## config.mk

```make
export PLATFORM = sky130hd
export DESIGN_NAME = isc_core
export DESIGN_NICKNAME = d
export VERILOG_FILES = /design/src/logic/isc_pkg.sv /design/src/logic/isc_core.sv /design/src/logic/isc_pin_sync.sv /design/src/logic/isc_scl_rate.sv
export SDC_FILE = /design/constraint.sdc
export NUM_CORES = 1
export LEC_CHECK = 0
export ABC_CLOCK_PERIOD_IN_PS = 4400
export BUFFER_PORTS_ARGS = -buffer_cell sky130_fd_sc_hd__buf_2
export CORE_UTILIZATION = 48
export DETAILED_ROUTE_END_ITERATION = 8
export GPL_TIMING_DRIVEN = 0
export PLACE_DENSITY = 0.69
export SLEW_MARGIN = 20
export SYNTH_ARGS = -nofsm -noshare
export SYNTH_HDL_FRONTEND = slang
export SYNTH_SLANG_ARGS = --single-unit
```

## constraint.sdc

```tcl
create_clock -name pclk -period 4.4 [get_ports pclk]
set_input_delay 0.66 -clock pclk [delete_from_list [all_inputs] [get_ports pclk]]
set_output_delay 0.66 -clock pclk [all_outputs]
set_load 0.1 [all_outputs]
```

## src/logic/isc_pkg.sv

```systemverilog
// isc_pkg: register indices, field positions, reset values and engine states
// assumes byte-wide registers behind a 32-bit apb slave on a 100 MHz pclk
package isc_pkg;
  // register indices; the byte address is four times the index
  localparam logic [7:0] IDX_BUS_CONTROL = 8'h28;
  localparam logic [7:0] IDX_STATUS_FIRST = 8'h29;
  localparam logic [7:0] IDX_STATUS_SECOND = 8'h2a;
  localparam logic [7:0] IDX_CLOCK_CONTROL = 8'h2b;
  localparam logic [7:0] IDX_OWN_ADDRESS_LOW = 8'h2c;
  localparam logic [7:0] IDX_OWN_ADDRESS_HIGH = 8'h2d;
  localparam logic [7:0] IDX_BYTE_BUFFER = 8'h2e;

  // bus_control fields
  localparam int CR_PE = 5;
  localparam int CR_GENERAL_CALL_ENABLE = 4;
  localparam int CR_ACK = 2;
  localparam int CR_ITE = 0;

  // clock_control fields
  localparam int CCR_FAST = 7;

  // own_address_high fields and writable bits
  localparam int OAH_FR_LSB = 6;
  localparam int OAH_ADDR_LSB = 1;
  localparam logic [7:0] OAH_WMASK = 8'hc6;

  // values after reset
  localparam logic [7:0] RST_BUS_CONTROL = 8'h00;
  localparam logic [7:0] RST_CLOCK_CONTROL = 8'h00;
  localparam logic [7:0] RST_OWN_LOW = 8'h00;
  localparam logic [7:0] RST_OWN_HIGH = 8'h40;
  localparam logic [7:0] RST_BYTE_BUFFER = 8'h00;
  localparam logic [31:0] RST_PRDATA = 32'h0000_0000;

  // special address bytes
  localparam logic [4:0] TEN_BIT_TAG = 5'h1e;
  localparam logic [7:0] GEN_CALL_ADDR = 8'h00;
  localparam logic [7:0] NEVER_ADDR = 8'h01;

  // bit counter values
  localparam logic [3:0] BCNT_RST = 4'h0;
  localparam logic [3:0] BCNT_ONE = 4'h1;
  localparam logic [3:0] BCNT_LAST_TX = 4'h7;
  localparam logic [3:0] BCNT_FULL = 4'h8;

  // scl period mapping defaults, in pclk cycles
  localparam int STD_BASE_CYC = 40;
  localparam int STD_STEP_CYC = 4;
  localparam int FAST_BASE_CYC = 12;
  localparam int FAST_STEP_CYC = 2;
  localparam logic [15:0] RATE_CNT_RST = 16'h0000;

  typedef enum logic [2:0] {
    ST_IDLE = 3'h0,
    ST_ADDR = 3'h1,
    ST_AACK = 3'h2,
    ST_DATA = 3'h3,
    ST_DACK = 3'h4,
    ST_SKIP = 3'h5
  } isc_state_t;
endpackage

```

## src/logic/isc_core.sv

```systemverilog
// isc_core: i2c slave-side status, clock, address and byte buffer registers
// assumes an apb master on pclk and open-drain scl/sda resolved outside
//
// Behaviour
// - misplaced start or stop on the bus sets the bus error flag
// - bus error flag raises the interrupt while interrupt enable is one
// - bus error clears on status_second read or when peripheral is disabled
// - bus error flag alone never holds scl low
// - general call address with recognition enabled sets general call flag
// - general call flag clears on stop or when peripheral is disabled
// - fast mode select picks standard or fast, kept while disabled
// - seven-bit scl divider with mode sets the rate, kept while disabled
// - transmitter: writing the byte buffer starts sending that byte
// - receiver: first data byte lands in the byte buffer automatically
// - receiver: further bytes come only after the byte buffer is read or written
// - own_address_low bits 7:1 hold the seven-bit address, kept while disabled
// - seven-bit match ignores address bit 0, either direction is acknowledged
// - the address byte 01h is never recognised or acknowledged, except as the low byte after a ten-bit header
// - ten-bit address uses own_address_low 7:0 and own_address_high 2:1
// - own_address_high resets to 40h
// - a bus error clears the bus busy indicator
// - interrupt enable gates interrupts and clears when peripheral is disabled
`timescale 1ns/1ps
`default_nettype none
module isc_core
  import isc_pkg::*;
#(
  parameter int ADDR_W = 8,
  parameter int STD_BASE = STD_BASE_CYC,
  parameter int STD_STEP = STD_STEP_CYC,
  parameter int FAST_BASE = FAST_BASE_CYC,
  parameter int FAST_STEP = FAST_STEP_CYC
) (
  input wire logic pclk,
  input wire logic presetn,
  input wire logic psel,
  input wire logic penable,
  input wire logic pwrite,
  input wire logic [ADDR_W-1:0] paddr,
  input wire logic [31:0] pwdata,
  input wire logic [3:0] pstrb,
  output logic [31:0] prdata,
  output logic pready,
  output logic pslverr,
  input wire logic scl_i,
  output logic scl_o,
  output logic scl_oe,
  input wire logic sda_i,
  output logic sda_o,
  output logic sda_oe,
  output logic irq,
  output logic [1:0] cpu_freq_range,
  output logic scl_rate_tick
);

  function automatic logic hit(input logic [ADDR_W-1:0] a, input logic [7:0] idx);
    hit = (a == ADDR_W'({idx, 2'h0}));
  endfunction

  logic [7:0] ctrl, next_ctrl, ccr, next_ccr, own_lo, next_own_lo, own_hi, next_own_hi;
  logic [31:0] next_prdata;
  logic [7:0] sr1, sr2, dbuf, next_dbuf, shreg, next_shreg;
  logic [3:0] bcnt, next_bcnt;
  isc_state_t st, next_st;
  logic tx_loaded, next_tx_loaded, sda_drv, next_sda_drv;
  logic ten_hdr, next_ten_hdr, ten_ok, next_ten_ok, hdr_pend, next_hdr_pend;
  logic addressed, next_addressed, busy, next_busy, btf, next_btf;
  logic adsl, next_adsl, tra, next_tra, af, next_af;
  logic stop_detected_flag, next_stop_detected_flag, bus_error_flag, next_bus_error_flag, general_call_flag, next_general_call_flag;
  logic scl_s, sda_s, scl_d, sda_d;
  logic scl_rise, scl_fall, start_c, stop_c, misplaced, tx_wait, evf, pe;
  logic a_take, a_hdr, a_rw, a_gc, a_eval;
  logic wr_ok, rd_acc, setup_rd, mapped;

  // apb decode; one wait-free access phase
  assign wr_ok = psel & penable & pwrite & pstrb[0];
  assign rd_acc = psel & penable & ~pwrite;
  assign setup_rd = psel & ~penable & ~pwrite;
  assign mapped = hit(paddr, IDX_BUS_CONTROL) | hit(paddr, IDX_STATUS_FIRST)
    | hit(paddr, IDX_STATUS_SECOND) | hit(paddr, IDX_CLOCK_CONTROL)
    | hit(paddr, IDX_OWN_ADDRESS_LOW) | hit(paddr, IDX_OWN_ADDRESS_HIGH)
    | hit(paddr, IDX_BYTE_BUFFER);
  assign pready = 1'b1;
  assign pslverr = psel & penable & ~mapped;
  assign pe = ctrl[CR_PE];

  // status words as software sees them; master-side bits read zero
  assign evf = btf | adsl | af | stop_detected_flag | bus_error_flag;
  assign sr1 = {evf, 1'b0, tra, busy, btf, adsl, 1'b0, 1'b0};
  assign sr2 = {3'h0, af, stop_detected_flag, 1'b0, bus_error_flag, general_call_flag};

  // pin sampling through three stages
  isc_pin_sync #(
    .WIDTH(2)
  ) u_sync (
    .pclk(pclk),
    .presetn(presetn),
    .pin({scl_i, sda_i}),
    .level({scl_s, sda_s})
  );

  // rate tick for the bus clock generator of the unit
  isc_scl_rate #(
    .STD_BASE(STD_BASE),
    .STD_STEP(STD_STEP),
    .FAST_BASE(FAST_BASE),
    .FAST_STEP(FAST_STEP)
  ) u_rate (
    .pclk(pclk),
    .presetn(presetn),
    .enable(pe),
    .fast_mode(ccr[CCR_FAST]),
    .divider(ccr[6:0]),
    .tick(scl_rate_tick)
  );

  // bus conditions; a receive count of one is the legal first high phase after an ack
  assign scl_rise = scl_s & ~scl_d;
  assign scl_fall = ~scl_s & scl_d;
  assign start_c = scl_s & scl_d & sda_d & ~sda_s;
  assign stop_c = scl_s & scl_d & ~sda_d & sda_s;
  assign misplaced = ((st == ST_ADDR || (st == ST_DATA && !tra)) && bcnt > BCNT_ONE)
    || (st == ST_DATA && tra && bcnt != BCNT_RST) || st == ST_AACK || st == ST_DACK;
  assign tx_wait = (st == ST_DATA) & tra & ~tx_loaded;
  assign a_eval = pe & scl_fall & (st == ST_ADDR) & (bcnt == BCNT_FULL);

  // pin drivers: open drain, only ever pull low
  assign scl_o = 1'b0;
  assign sda_o = 1'b0;
  assign scl_oe = pe & (adsl | btf | tx_wait);
  assign sda_oe = sda_drv | ((st == ST_DATA) & tra & tx_loaded
    & (bcnt < BCNT_FULL) & ~dbuf[~bcnt[2:0]]);
  assign irq = ctrl[CR_ITE] & evf;
  assign cpu_freq_range = own_hi[OAH_FR_LSB +: 2];

  // configuration registers
  always_comb begin
    next_ctrl = ctrl;
    next_ccr = ccr;
    next_own_lo = own_lo;
    next_own_hi = own_hi;
    if (wr_ok && hit(paddr, IDX_BUS_CONTROL)) begin
      next_ctrl = pwdata[7:0];
    end
    if (wr_ok && hit(paddr, IDX_CLOCK_CONTROL)) begin
      next_ccr = pwdata[7:0];
    end
    if (wr_ok && hit(paddr, IDX_OWN_ADDRESS_LOW)) begin
      next_own_lo = pwdata[7:0];
    end
    if (wr_ok && hit(paddr, IDX_OWN_ADDRESS_HIGH)) begin
      next_own_hi = pwdata[7:0] & OAH_WMASK;
    end
    if (!next_ctrl[CR_PE]) begin
      next_ctrl[CR_ITE] = 1'b0;
      next_ctrl[CR_ACK] = 1'b0;
    end
  end

  // read data latched in the setup phase
  always_comb begin
    next_prdata = prdata;
    if (setup_rd) begin
      next_prdata = RST_PRDATA;
      if (hit(paddr, IDX_BUS_CONTROL)) next_prdata[7:0] = ctrl;
      if (hit(paddr, IDX_STATUS_FIRST)) next_prdata[7:0] = sr1;
      if (hit(paddr, IDX_STATUS_SECOND)) next_prdata[7:0] = sr2;
      if (hit(paddr, IDX_CLOCK_CONTROL)) next_prdata[7:0] = ccr;
      if (hit(paddr, IDX_OWN_ADDRESS_LOW)) next_prdata[7:0] = own_lo;
      if (hit(paddr, IDX_OWN_ADDRESS_HIGH)) next_prdata[7:0] = own_hi;
      if (hit(paddr, IDX_BYTE_BUFFER)) next_prdata[7:0] = dbuf;
    end
  end

  // address byte evaluation
  always_comb begin
    a_take = 1'b0;
    a_hdr = 1'b0;
    a_rw = shreg[0];
    a_gc = 1'b0;
    if (ten_hdr) begin
      a_take = (shreg == own_lo);
      a_rw = 1'b0;
    end else if (shreg[7:3] == TEN_BIT_TAG && shreg[2:1] == own_hi[OAH_ADDR_LSB +: 2]) begin
      a_hdr = ~shreg[0];
      a_take = ~shreg[0] | ten_ok;
    end else if (shreg == GEN_CALL_ADDR) begin
      a_gc = ctrl[CR_GENERAL_CALL_ENABLE];
      a_take = a_gc;
      a_rw = 1'b0;
    end else begin
      a_take = (shreg[7:1] == own_lo[7:1]);
    end
    if (!ten_hdr && shreg == NEVER_ADDR) begin
      a_take = 1'b0;
    end
  end

  // byte engine and flags; software clears first so a bus set wins
  always_comb begin
    next_st = st;
    next_bcnt = bcnt;
    next_shreg = shreg;
    next_dbuf = dbuf;
    next_tx_loaded = tx_loaded;
    next_sda_drv = sda_drv;
    next_ten_hdr = ten_hdr;
    next_ten_ok = ten_ok;
    next_hdr_pend = hdr_pend;
    next_addressed = addressed;
    next_busy = busy;
    next_btf = btf;
    next_adsl = adsl;
    next_tra = tra;
    next_af = af;
    next_stop_detected_flag = stop_detected_flag;
    next_bus_error_flag = bus_error_flag;
    next_general_call_flag = general_call_flag;
    if (rd_acc && hit(paddr, IDX_STATUS_SECOND)) begin
      next_bus_error_flag = 1'b0;
      next_af = 1'b0;
      next_stop_detected_flag = 1'b0;
    end
    if (rd_acc && hit(paddr, IDX_STATUS_FIRST)) next_adsl = 1'b0;
    if (psel && penable && hit(paddr, IDX_BYTE_BUFFER)) next_btf = 1'b0;
    if (wr_ok && hit(paddr, IDX_BYTE_BUFFER)) begin
      next_dbuf = pwdata[7:0];
      next_tx_loaded = 1'b1;
    end
    if (!pe) begin
      next_st = ST_IDLE; // busy keeps its value while disabled
      next_bcnt = BCNT_RST;
      next_tx_loaded = 1'b0;
      next_sda_drv = 1'b0;
      next_ten_hdr = 1'b0;
      next_ten_ok = 1'b0;
      next_addressed = 1'b0;
      next_btf = 1'b0;
      next_adsl = 1'b0;
      next_tra = 1'b0;
      next_af = 1'b0;
      next_stop_detected_flag = 1'b0;
      next_bus_error_flag = 1'b0;
      next_general_call_flag = 1'b0;
    end else if (start_c) begin
      if (misplaced) begin
        next_bus_error_flag = 1'b1;
        next_busy = 1'b0;
      end else begin
        next_busy = 1'b1;
      end
      next_st = ST_ADDR;
      next_bcnt = BCNT_RST;
      next_sda_drv = 1'b0;
      next_tra = 1'b0;
    end else if (stop_c) begin
      if (misplaced) begin
        next_bus_error_flag = 1'b1;
      end else if (addressed) begin
        next_stop_detected_flag = 1'b1;
      end
      next_busy = 1'b0;
      next_general_call_flag = 1'b0;
      next_st = ST_IDLE;
      next_sda_drv = 1'b0;
      next_tra = 1'b0;
      next_ten_hdr = 1'b0;
      next_ten_ok = 1'b0;
      next_addressed = 1'b0;
    end else if (scl_rise) begin
      case (st)
        ST_ADDR: begin
          next_shreg = {shreg[6:0], sda_s};
          next_bcnt = bcnt + 4'h1;
        end
        ST_DATA: begin
          if (!tra) begin
            next_shreg = {shreg[6:0], sda_s};
            next_bcnt = bcnt + 4'h1;
          end
        end
        ST_DACK: begin
          if (tra && sda_s) begin
            next_af = 1'b1;
            next_st = ST_SKIP;
            next_tra = 1'b0;
          end
        end
        default: begin
        end
      endcase
    end else if (scl_fall) begin
      case (st)
        ST_ADDR: begin
          if (bcnt == BCNT_FULL) begin
            next_st = ST_SKIP;
            next_ten_hdr = 1'b0;
            if (a_gc) next_general_call_flag = 1'b1;
            if (ten_hdr && a_take) next_ten_ok = 1'b1;
            if (a_take && ctrl[CR_ACK]) begin
              next_st = ST_AACK;
              next_sda_drv = 1'b1;
              next_hdr_pend = a_hdr;
              next_tra = a_rw;
            end
          end
        end
        ST_AACK: begin
          next_sda_drv = 1'b0;
          next_bcnt = BCNT_RST;
          if (hdr_pend) begin
            next_ten_hdr = 1'b1;
            next_st = ST_ADDR;
            next_tra = 1'b0;
          end else begin
            next_adsl = 1'b1;
            next_addressed = 1'b1;
            next_st = ST_DATA;
            next_tx_loaded = 1'b0;
          end
        end
        ST_DATA: begin
          if (tra) begin
            if (tx_loaded) begin
              next_bcnt = bcnt + 4'h1;
              if (bcnt == BCNT_LAST_TX) next_st = ST_DACK;
            end
          end else if (bcnt == BCNT_FULL) begin
            next_dbuf = shreg;
            next_sda_drv = ctrl[CR_ACK];
            next_st = ST_DACK;
          end
        end
        ST_DACK: begin
          next_sda_drv = 1'b0;
          next_btf = 1'b1;
          next_bcnt = BCNT_RST;
          next_st = ST_DATA;
          if (tra) next_tx_loaded = 1'b0;
        end
        default: begin
        end
      endcase
    end
  end

  // register stage for all groups
  always_ff @(posedge pclk or negedge presetn) begin
    if (!presetn) begin
      ctrl <= RST_BUS_CONTROL;
      ccr <= RST_CLOCK_CONTROL;
      own_lo <= RST_OWN_LOW;
      own_hi <= RST_OWN_HIGH;
      prdata <= RST_PRDATA;
      st <= ST_IDLE;
      bcnt <= BCNT_RST;
      shreg <= RST_BYTE_BUFFER;
      dbuf <= RST_BYTE_BUFFER;
      {tx_loaded, sda_drv, ten_hdr, ten_ok, hdr_pend, addressed} <= 6'h00;
      {busy, btf, adsl, tra, af, stop_detected_flag, bus_error_flag, general_call_flag} <= 8'h00;
      scl_d <= 1'b1;
      sda_d <= 1'b1;
    end else begin
      ctrl <= next_ctrl;
      ccr <= next_ccr;
      own_lo <= next_own_lo;
      own_hi <= next_own_hi;
      prdata <= next_prdata;
      st <= next_st;
      bcnt <= next_bcnt;
      shreg <= next_shreg;
      dbuf <= next_dbuf;
      {tx_loaded, sda_drv, ten_hdr, ten_ok, hdr_pend, addressed} <=
        {next_tx_loaded, next_sda_drv, next_ten_hdr, next_ten_ok, next_hdr_pend, next_addressed};
      {busy, btf, adsl, tra, af, stop_detected_flag, bus_error_flag, general_call_flag} <=
        {next_busy, next_btf, next_adsl, next_tra, next_af, next_stop_detected_flag, next_bus_error_flag, next_general_call_flag};
      scl_d <= scl_s;
      sda_d <= sda_s;
    end
  end
endmodule
`default_nettype wire

```

## src/logic/isc_pin_sync.sv

```systemverilog
// isc_pin_sync: three-stage synchroniser with an agreement filter per pin
// assumes pins idle high, as on an open-drain bus with pull-ups
`timescale 1ns/1ps
`default_nettype none
module isc_pin_sync
  import isc_pkg::*;
#(
  parameter int WIDTH = 2
) (
  input wire logic pclk,
  input wire logic presetn,
  input wire logic [WIDTH-1:0] pin,
  output logic [WIDTH-1:0] level
);
  logic [WIDTH-1:0] s1;
  logic [WIDTH-1:0] s2;
  logic [WIDTH-1:0] s3;
  wire logic [WIDTH-1:0] next_level;

  // level moves only once the second and third stages agree
  genvar g;
  generate
    for (g = 0; g < WIDTH; g++) begin : g_bit
      assign next_level[g] = (s2[g] == s3[g]) ? s2[g] : level[g];
    end
  endgenerate

  // stage chain; the first stage feeds only the second
  always_ff @(posedge pclk or negedge presetn) begin
    if (!presetn) begin
      s1 <= '1;
      s2 <= '1;
      s3 <= '1;
      level <= '1;
    end else begin
      s1 <= pin;
      s2 <= s1;
      s3 <= s2;
      level <= next_level;
    end
  end
endmodule
`default_nettype wire

```

## src/logic/isc_scl_rate.sv

```systemverilog
// isc_scl_rate: bus clock rate tick from divider and speed mode
// assumes the mapping constants suit the pclk rate of the system
`timescale 1ns/1ps
`default_nettype none
module isc_scl_rate
  import isc_pkg::*;
#(
  parameter int STD_BASE = STD_BASE_CYC,
  parameter int STD_STEP = STD_STEP_CYC,
  parameter int FAST_BASE = FAST_BASE_CYC,
  parameter int FAST_STEP = FAST_STEP_CYC
) (
  input wire logic pclk,
  input wire logic presetn,
  input wire logic enable,
  input wire logic fast_mode,
  input wire logic [6:0] divider,
  output logic tick
);
  logic [15:0] period;
  logic [15:0] cnt;
  logic [15:0] next_cnt;
  logic next_tick;

  // period grows with the divider, the mode picks base and slope
  always_comb begin
    if (fast_mode) begin
      period = 16'(FAST_BASE + FAST_STEP * int'(divider));
    end else begin
      period = 16'(STD_BASE + STD_STEP * int'(divider));
    end
    next_cnt = cnt;
    next_tick = 1'b0;
    if (!enable) begin
      next_cnt = RATE_CNT_RST;
    end else if (cnt >= period - 16'h0001) begin
      next_cnt = RATE_CNT_RST;
      next_tick = 1'b1;
    end else begin
      next_cnt = cnt + 16'h0001;
    end
  end

  // counter and tick registers
  always_ff @(posedge pclk or negedge presetn) begin
    if (!presetn) begin
      cnt <= RATE_CNT_RST;
      tick <= 1'b0;
    end else begin
      cnt <= next_cnt;
      tick <= next_tick;
    end
  end
endmodule
`default_nettype wire
```

# After elaboration in Yosys (flattened, before gate mapping)
# Index checks and enable logic that the tools add are counted.
# classes
add_sub_neg,5
n_mul,0
n_div,0
n_lt_le_gt_ge,4
n_eq_ne,59
shifts,0
n_mux,162
n_bitwise,48
reduce_logical,40
# ops
cell,n
$mux 8,17
$mux 1,110
$eq 8x8->1 const B,7
$mux 16,3
$mux 3,13
$mux 4,8
$reduce_and 6->1,4
$and 1x1->1,21
$reduce_and 7->1,3
$ne 5x2->1 const B,4
$ne 5x5->1 const B,4
$logic_and 1x1->1,18
$ne 3x1->1 const B,6
$add 16x1->16 const B,1
$ge 16x16->1,1
$pmux 4 s2,2
$pmux 8 s2,1
$reduce_and 8->1,2
$sub 16x1->16 const B,1
$ne 5x4->1 const B,3
$ne 7x6->1 const B,2
$not 1->1,13
$or 1x1->1,13
$ne 4x1->1 const B,3
other kinds (46),58
# totals
ff_bits,100
latch_bits,0
ram_bits,0
rom_bits,0
inputBits,51
output_inout_bits,42
n_memories,0

# Longest topological paths before layout
# logic_depth
ltp_word,14
depth_mapped,18
ltp_nobuf,16

# Hierarchy
# From an unflattened synthesis, not the netlist that was laid out.
# hier_totals
cells_unflattened,672
area_unflattened_um2,6477.5
# modules_own_cells
mod,n_inst,cells_per_inst,area_each_um2,seq_area_each_um2
isc_core,1,480,4616.9,1880.6
isc_scl_rate,1,182,1627.8,425.4
isc_pin_sync,1,10,232.7,210.2

# Worst setup path before layout
# No wires, ideal clock.
# synth_timing
path_kind,flip-flop to flip-flop
start,reg ccr[1]
end,reg u_rate.cnt[10]
setup_time_ns,0.072
arrival_time_ns,3.777
slack_ns,0.550
path_stages_with_launch,17
path_cell_list,dfrtp_1 -> inv_1 -> ha_1 -> or3_1 -> a21boi_0 -> nand3_1 -> nor3_1 -> nand2b_1 -> ha_1 -> a21o_1 -> a21o_1 -> a221oi_1 -> o221ai_1 -> or2_2 -> clkbuf_1 -> clkbuf_1 -> nor2_1
# synth_via
elab_chain_len,6
word_cells_on_any_way,7
# synth_rtl
element,line_no,rtl
start: declaration,isc_core.sv:60,"logic [7:0] ctrl, next_ctrl, ccr, next_ccr, own_lo, next_own_lo, own_hi, next_own_hi;"
start signal: assignment,isc_core.sv:365,ccr <= next_ccr;
$add 6x9->10 / $add 4x8->9 (equally long branches),"isc_scl_rate.sv:30, isc_scl_rate.sv:28",
$mux 16 *,isc_scl_rate.sv:27,if (fast_mode) begin
$sub 16x1->16 *,isc_scl_rate.sv:36,end else if (cnt >= period - 16'h0001) begin
$ge 16x16->1 *,isc_scl_rate.sv:36,
$mux 16 *,isc_scl_rate.sv:36,
$mux 16 *,isc_scl_rate.sv:34,if (!enable) begin
via u_rate.next_cnt[10],isc_scl_rate.sv:22,logic [15:0] next_cnt;
end signal: assignment,isc_scl_rate.sv:50,cnt <= next_cnt;
end: declaration,isc_scl_rate.sv:21,logic [15:0] cnt;
# Mark *: on every way through the listed nets, which the timed path passes. The rest lies on a longest branch.
# A chain may end at the register's enable or synchronous reset.

# Worst setup path in the final report
# layout_timing
start,reg ccr[1]
end,reg u_rate.cnt[11]
# The elaborated chain is that of the path after synthesis.

==> results by group <==
STA
  • Hold Vio Cnt, Final: 0
  • Final cycle utilization of the critical path: 91.7%
  • Maximum clock frequency: 248 MHz
  • RSZ-0062 raised after global routing: no
  • Fin Clk Skew: 0.0105 ns
  • Worst Tran Pin Value: 1.03 ns
  • Final Slew Violations: 0
  • Slew margin rel.: 30.8%
  • Tmin final: 4.04 ns
  • Worst hold slack: 0.212 ns
  • Endpoints failing setup: 0

Setup path
  • Crit path launch type: flip-flop
  • Worst Path Max Fanout: 10
  • Reg2reg setup slack: 0.36 ns
  • Critical Path Start: ccr[1]
  • Critical setup path kind: flip-flop to flip-flop
  • Critical path's slowest cell: dfrtp_2
  • Worst R2R End: u_rate.cnt[11]
  • Worst r2r path cells: 16
  • Data arrival, critical path: 4.32 ns
  • Worst Setup End Kind: flip-flop
  • Setup crit end: u_rate.cnt[11]
  • Crit-path cells: inv_1 > ha_1 > or3_1 > a21boi_1 > nand3_1 > nor3_4 > nand2b_1 > ha_1 > a21o_1 > a21o_1 > a221oi_1 > o221ai_1 > or2_2 > clkbuf_1 > buf_2 > nor2_1
  • Reg-to-reg startpoint: ccr[1]
  • CP required: 4.68 ns
  • Slowest stage delay, CP: 0.44 ns

Floorplan
  • Core region area: 12,700 um^2
  • Row count: 41
  • Die width: 117 um
  • Starting density of the core: 49.5%
  • Die footprint: 13,600 um^2
  • Die span in y: 117 um
  • I/O pin total: 93

Synth
  • Mapped cell area: 6300 um^2
  • Asr flop ratio synth: 100%
  • Synth cell count leaders: dfrtp_1, nor2_1, nand2_1
  • Synth area leaders: dfrtp_1, mux2_2, dfstp_2
  • Post-synth cell types: 73
  • Post-synth top area share: 35.4%
  • Synth area leader: dfrtp_1
  • Number of flops mapped to enable cells by yosys: 0
  • Ys Warns: 0
  • Post-Syn Instances: 649
  • Sequential area share after synthesis: 40.0%
  • Count leader, synth: dfrtp_1
  • Syn Area/Cell: 9.70 um^2
  • Yosys reg bits: 100
  • Primary FF master, synth: dfrtp_1

Outcome
  • Status: finished, final reports clean

Clock network
  • Worst-case clock buffer depth: 2
  • Clk root buf: clkbuf_16
  • TritonCTS Buffers: 9
  • Hold Buf Count CTS: 0
  • H-tree levels: 3
  • Number of clock sinks: 100
  • Clk Latency, worst-skew pair: 0.36 ns
  • CTS tree: yes
  • Setup Buffers After CTS: 0
  • Clock transition at the registers of the reported paths: 0.07 ns

Min path
  • Hold WC Path Type: primary input to asynchronous set/reset pin

Global routing
  • Largest net degree at the start of global routing: 60
  • Gr ovfl total: 0
  • First-pass GRT wire length: 24,700 um
  • Gr usage total: 24.0%
  • Vias in the first global route: 4,768
  • Initial antenna violation count: 0

Drt
  • Vias per cell: 5.64
  • Drt pass-1 iters: 5
  • DRT antenna net count: 0
  • Total wire length: 15,600 um
  • Via count: 5,073
  • Initial DRC Count: 292
  • Drt drc: 0
  • Average wire per standard cell: 17.4 um

Place
  • Final GP Congestion: 0.909
  • I/O Buffers: 37
  • Placed cell area: 6820 um^2
  • Hpwl dp: 11,600 um
  • Placed Cells: 884

Power and ir drop
  • Power, Total: 2.07 mW
  • Max IR drop VDD: 210 uV
  • P_leak: 3.25 nW
  • PwrDens: 291 nW/um^2

Cells and area
  • Non-Filler Instances: 900
  • Utilization after layout: 56.0%
  • Area Overhead vs Synth: 13.2%
  • Nets: 796
  • Ant diodes: 0
  • Ratio of cells with drive above 1 in the final layout: 23.2%
  • Final Instance Area: 7120 um^2

Run
  • Maxcap violations: 0
-- registers in the layout, summed over array words and instances (netlist names), 8 cells and up --
register / count
ccr: 8
ctrl: 8
dbuf: 8
own_lo: 8
prdata: 8
shreg: 8
u_rate.cnt: 16
-- cell usage in the layout (no fill, tap or decap), types with 4 or more instances in the layout --
cell type,count
and3_1,4
clkbuf_16,9
xor2_1,20
nand2b_1,13
o211ai_1,5
inv_1,18
nand3b_1,6
dfstp_2,11
a21o_1,8
nor3b_1,4
nand2_1,50
buf_2,39
a32oi_1,4
nor2b_1,7
buf_4,29
dfrtp_1,88
xnor2_1,18
nand4_1,9
ha_1,22
mux2_2,43
o21a_1,6
nand3_1,26
nor3_1,13
nor2_1,62
conb_1,27
o21ai_0,32
mux2i_1,13
a31oi_1,8
clkbuf_1,22
mux2_4,8
a21oi_1,30
-- worst min path at each step --
stage	start	endpoint	slack [ns]	cells past startpoint
final	presetn	st[1]	0.21	1
after global routing	presetn	tra	0.24	1
after CTS	presetn	st[1]	0.23	1
after detailed placement	u_sync.s1[0]	u_sync.s2[0]	0.35	0
after global placement	u_sync.s1[0]	u_sync.s2[0]	0.35	0
after floorplan	u_sync.s1[0]	u_sync.s2[0]	0.35	0
-- routing by layer --
| layer | vias to the layer above | wire length (um) | global-route usage [%] |
|---|---|---|---|
| li1 | 2399 | - | - |
| met1 | 2522 | 7160 | 32.0 |
| met2 | 135 | 7640 | 40.1 |
| met3 | 17 | 619 | 5.14 |
| met4 | 0 | 204 | 5.49 |
| met5 | - | 0 | 0 |
-- final cells by class --
| type | count | area, um^2 |
|---|---|---|
| tap | 172 | 215 |
| sequential | 100 | 2520 |
| timing repair buffer | 38 | 219 |
| clock inverter | 5 | 43.8 |
| clock buffer | 11 | 243 |
| buffer | 57 | 342 |
| fill | 1200 | 5600 |
| inverter | 19 | 71.3 |
| multi-input combinational | 498 | 3470 |
-- through the flow --
stage          setup TNS (ns)  worst slack [ns]
3_3_place_gp                0            0.0351
5_1_grt                     0            0.0306
2_1_floorplan               0             0.550
4_1_cts                     0            0.0350
6_report                    0             0.365
3_5_place_dp           -0.818           -0.0972
-- kinds of logic after synthesis --
group | after synthesis | share of synthesized area (%)
DFF | 100 | 40.0
and+or+nand+nor | 218 | 17.6
other | 2 | 0.119
buffers and inverters | 76 | 6.54
muxes | 67 | 12.7
adders and majority gates | 24 | 4.69
xor gates and xnor gates | 38 | 5.29
AOI/OAI and AO/OA | 124 | 13.0
-- critical path, delay by kind of cell, from the launching register on --
family	cells	cell delay [ns]
simple gates	6	1.34
compound gates	5	0.98
fa+ha+maj	2	0.68
buf+inv	3	0.52
flops	1	0.44
-- repair_timing --
action                                  CTS  global route
endpoints found under the hold margin     0             0
resized for setup                         1             6
endpoints found under the setup margin   10            10
-- power breakdown --
group	switching [mW]	total (mW)	internal, mW
Combinational	0.274	0.341	0.0668
Sequential	0.0114	0.955	0.943
Clock	0.372	0.778	0.407
Note: power is estimated with default switching activity, not from simulation.
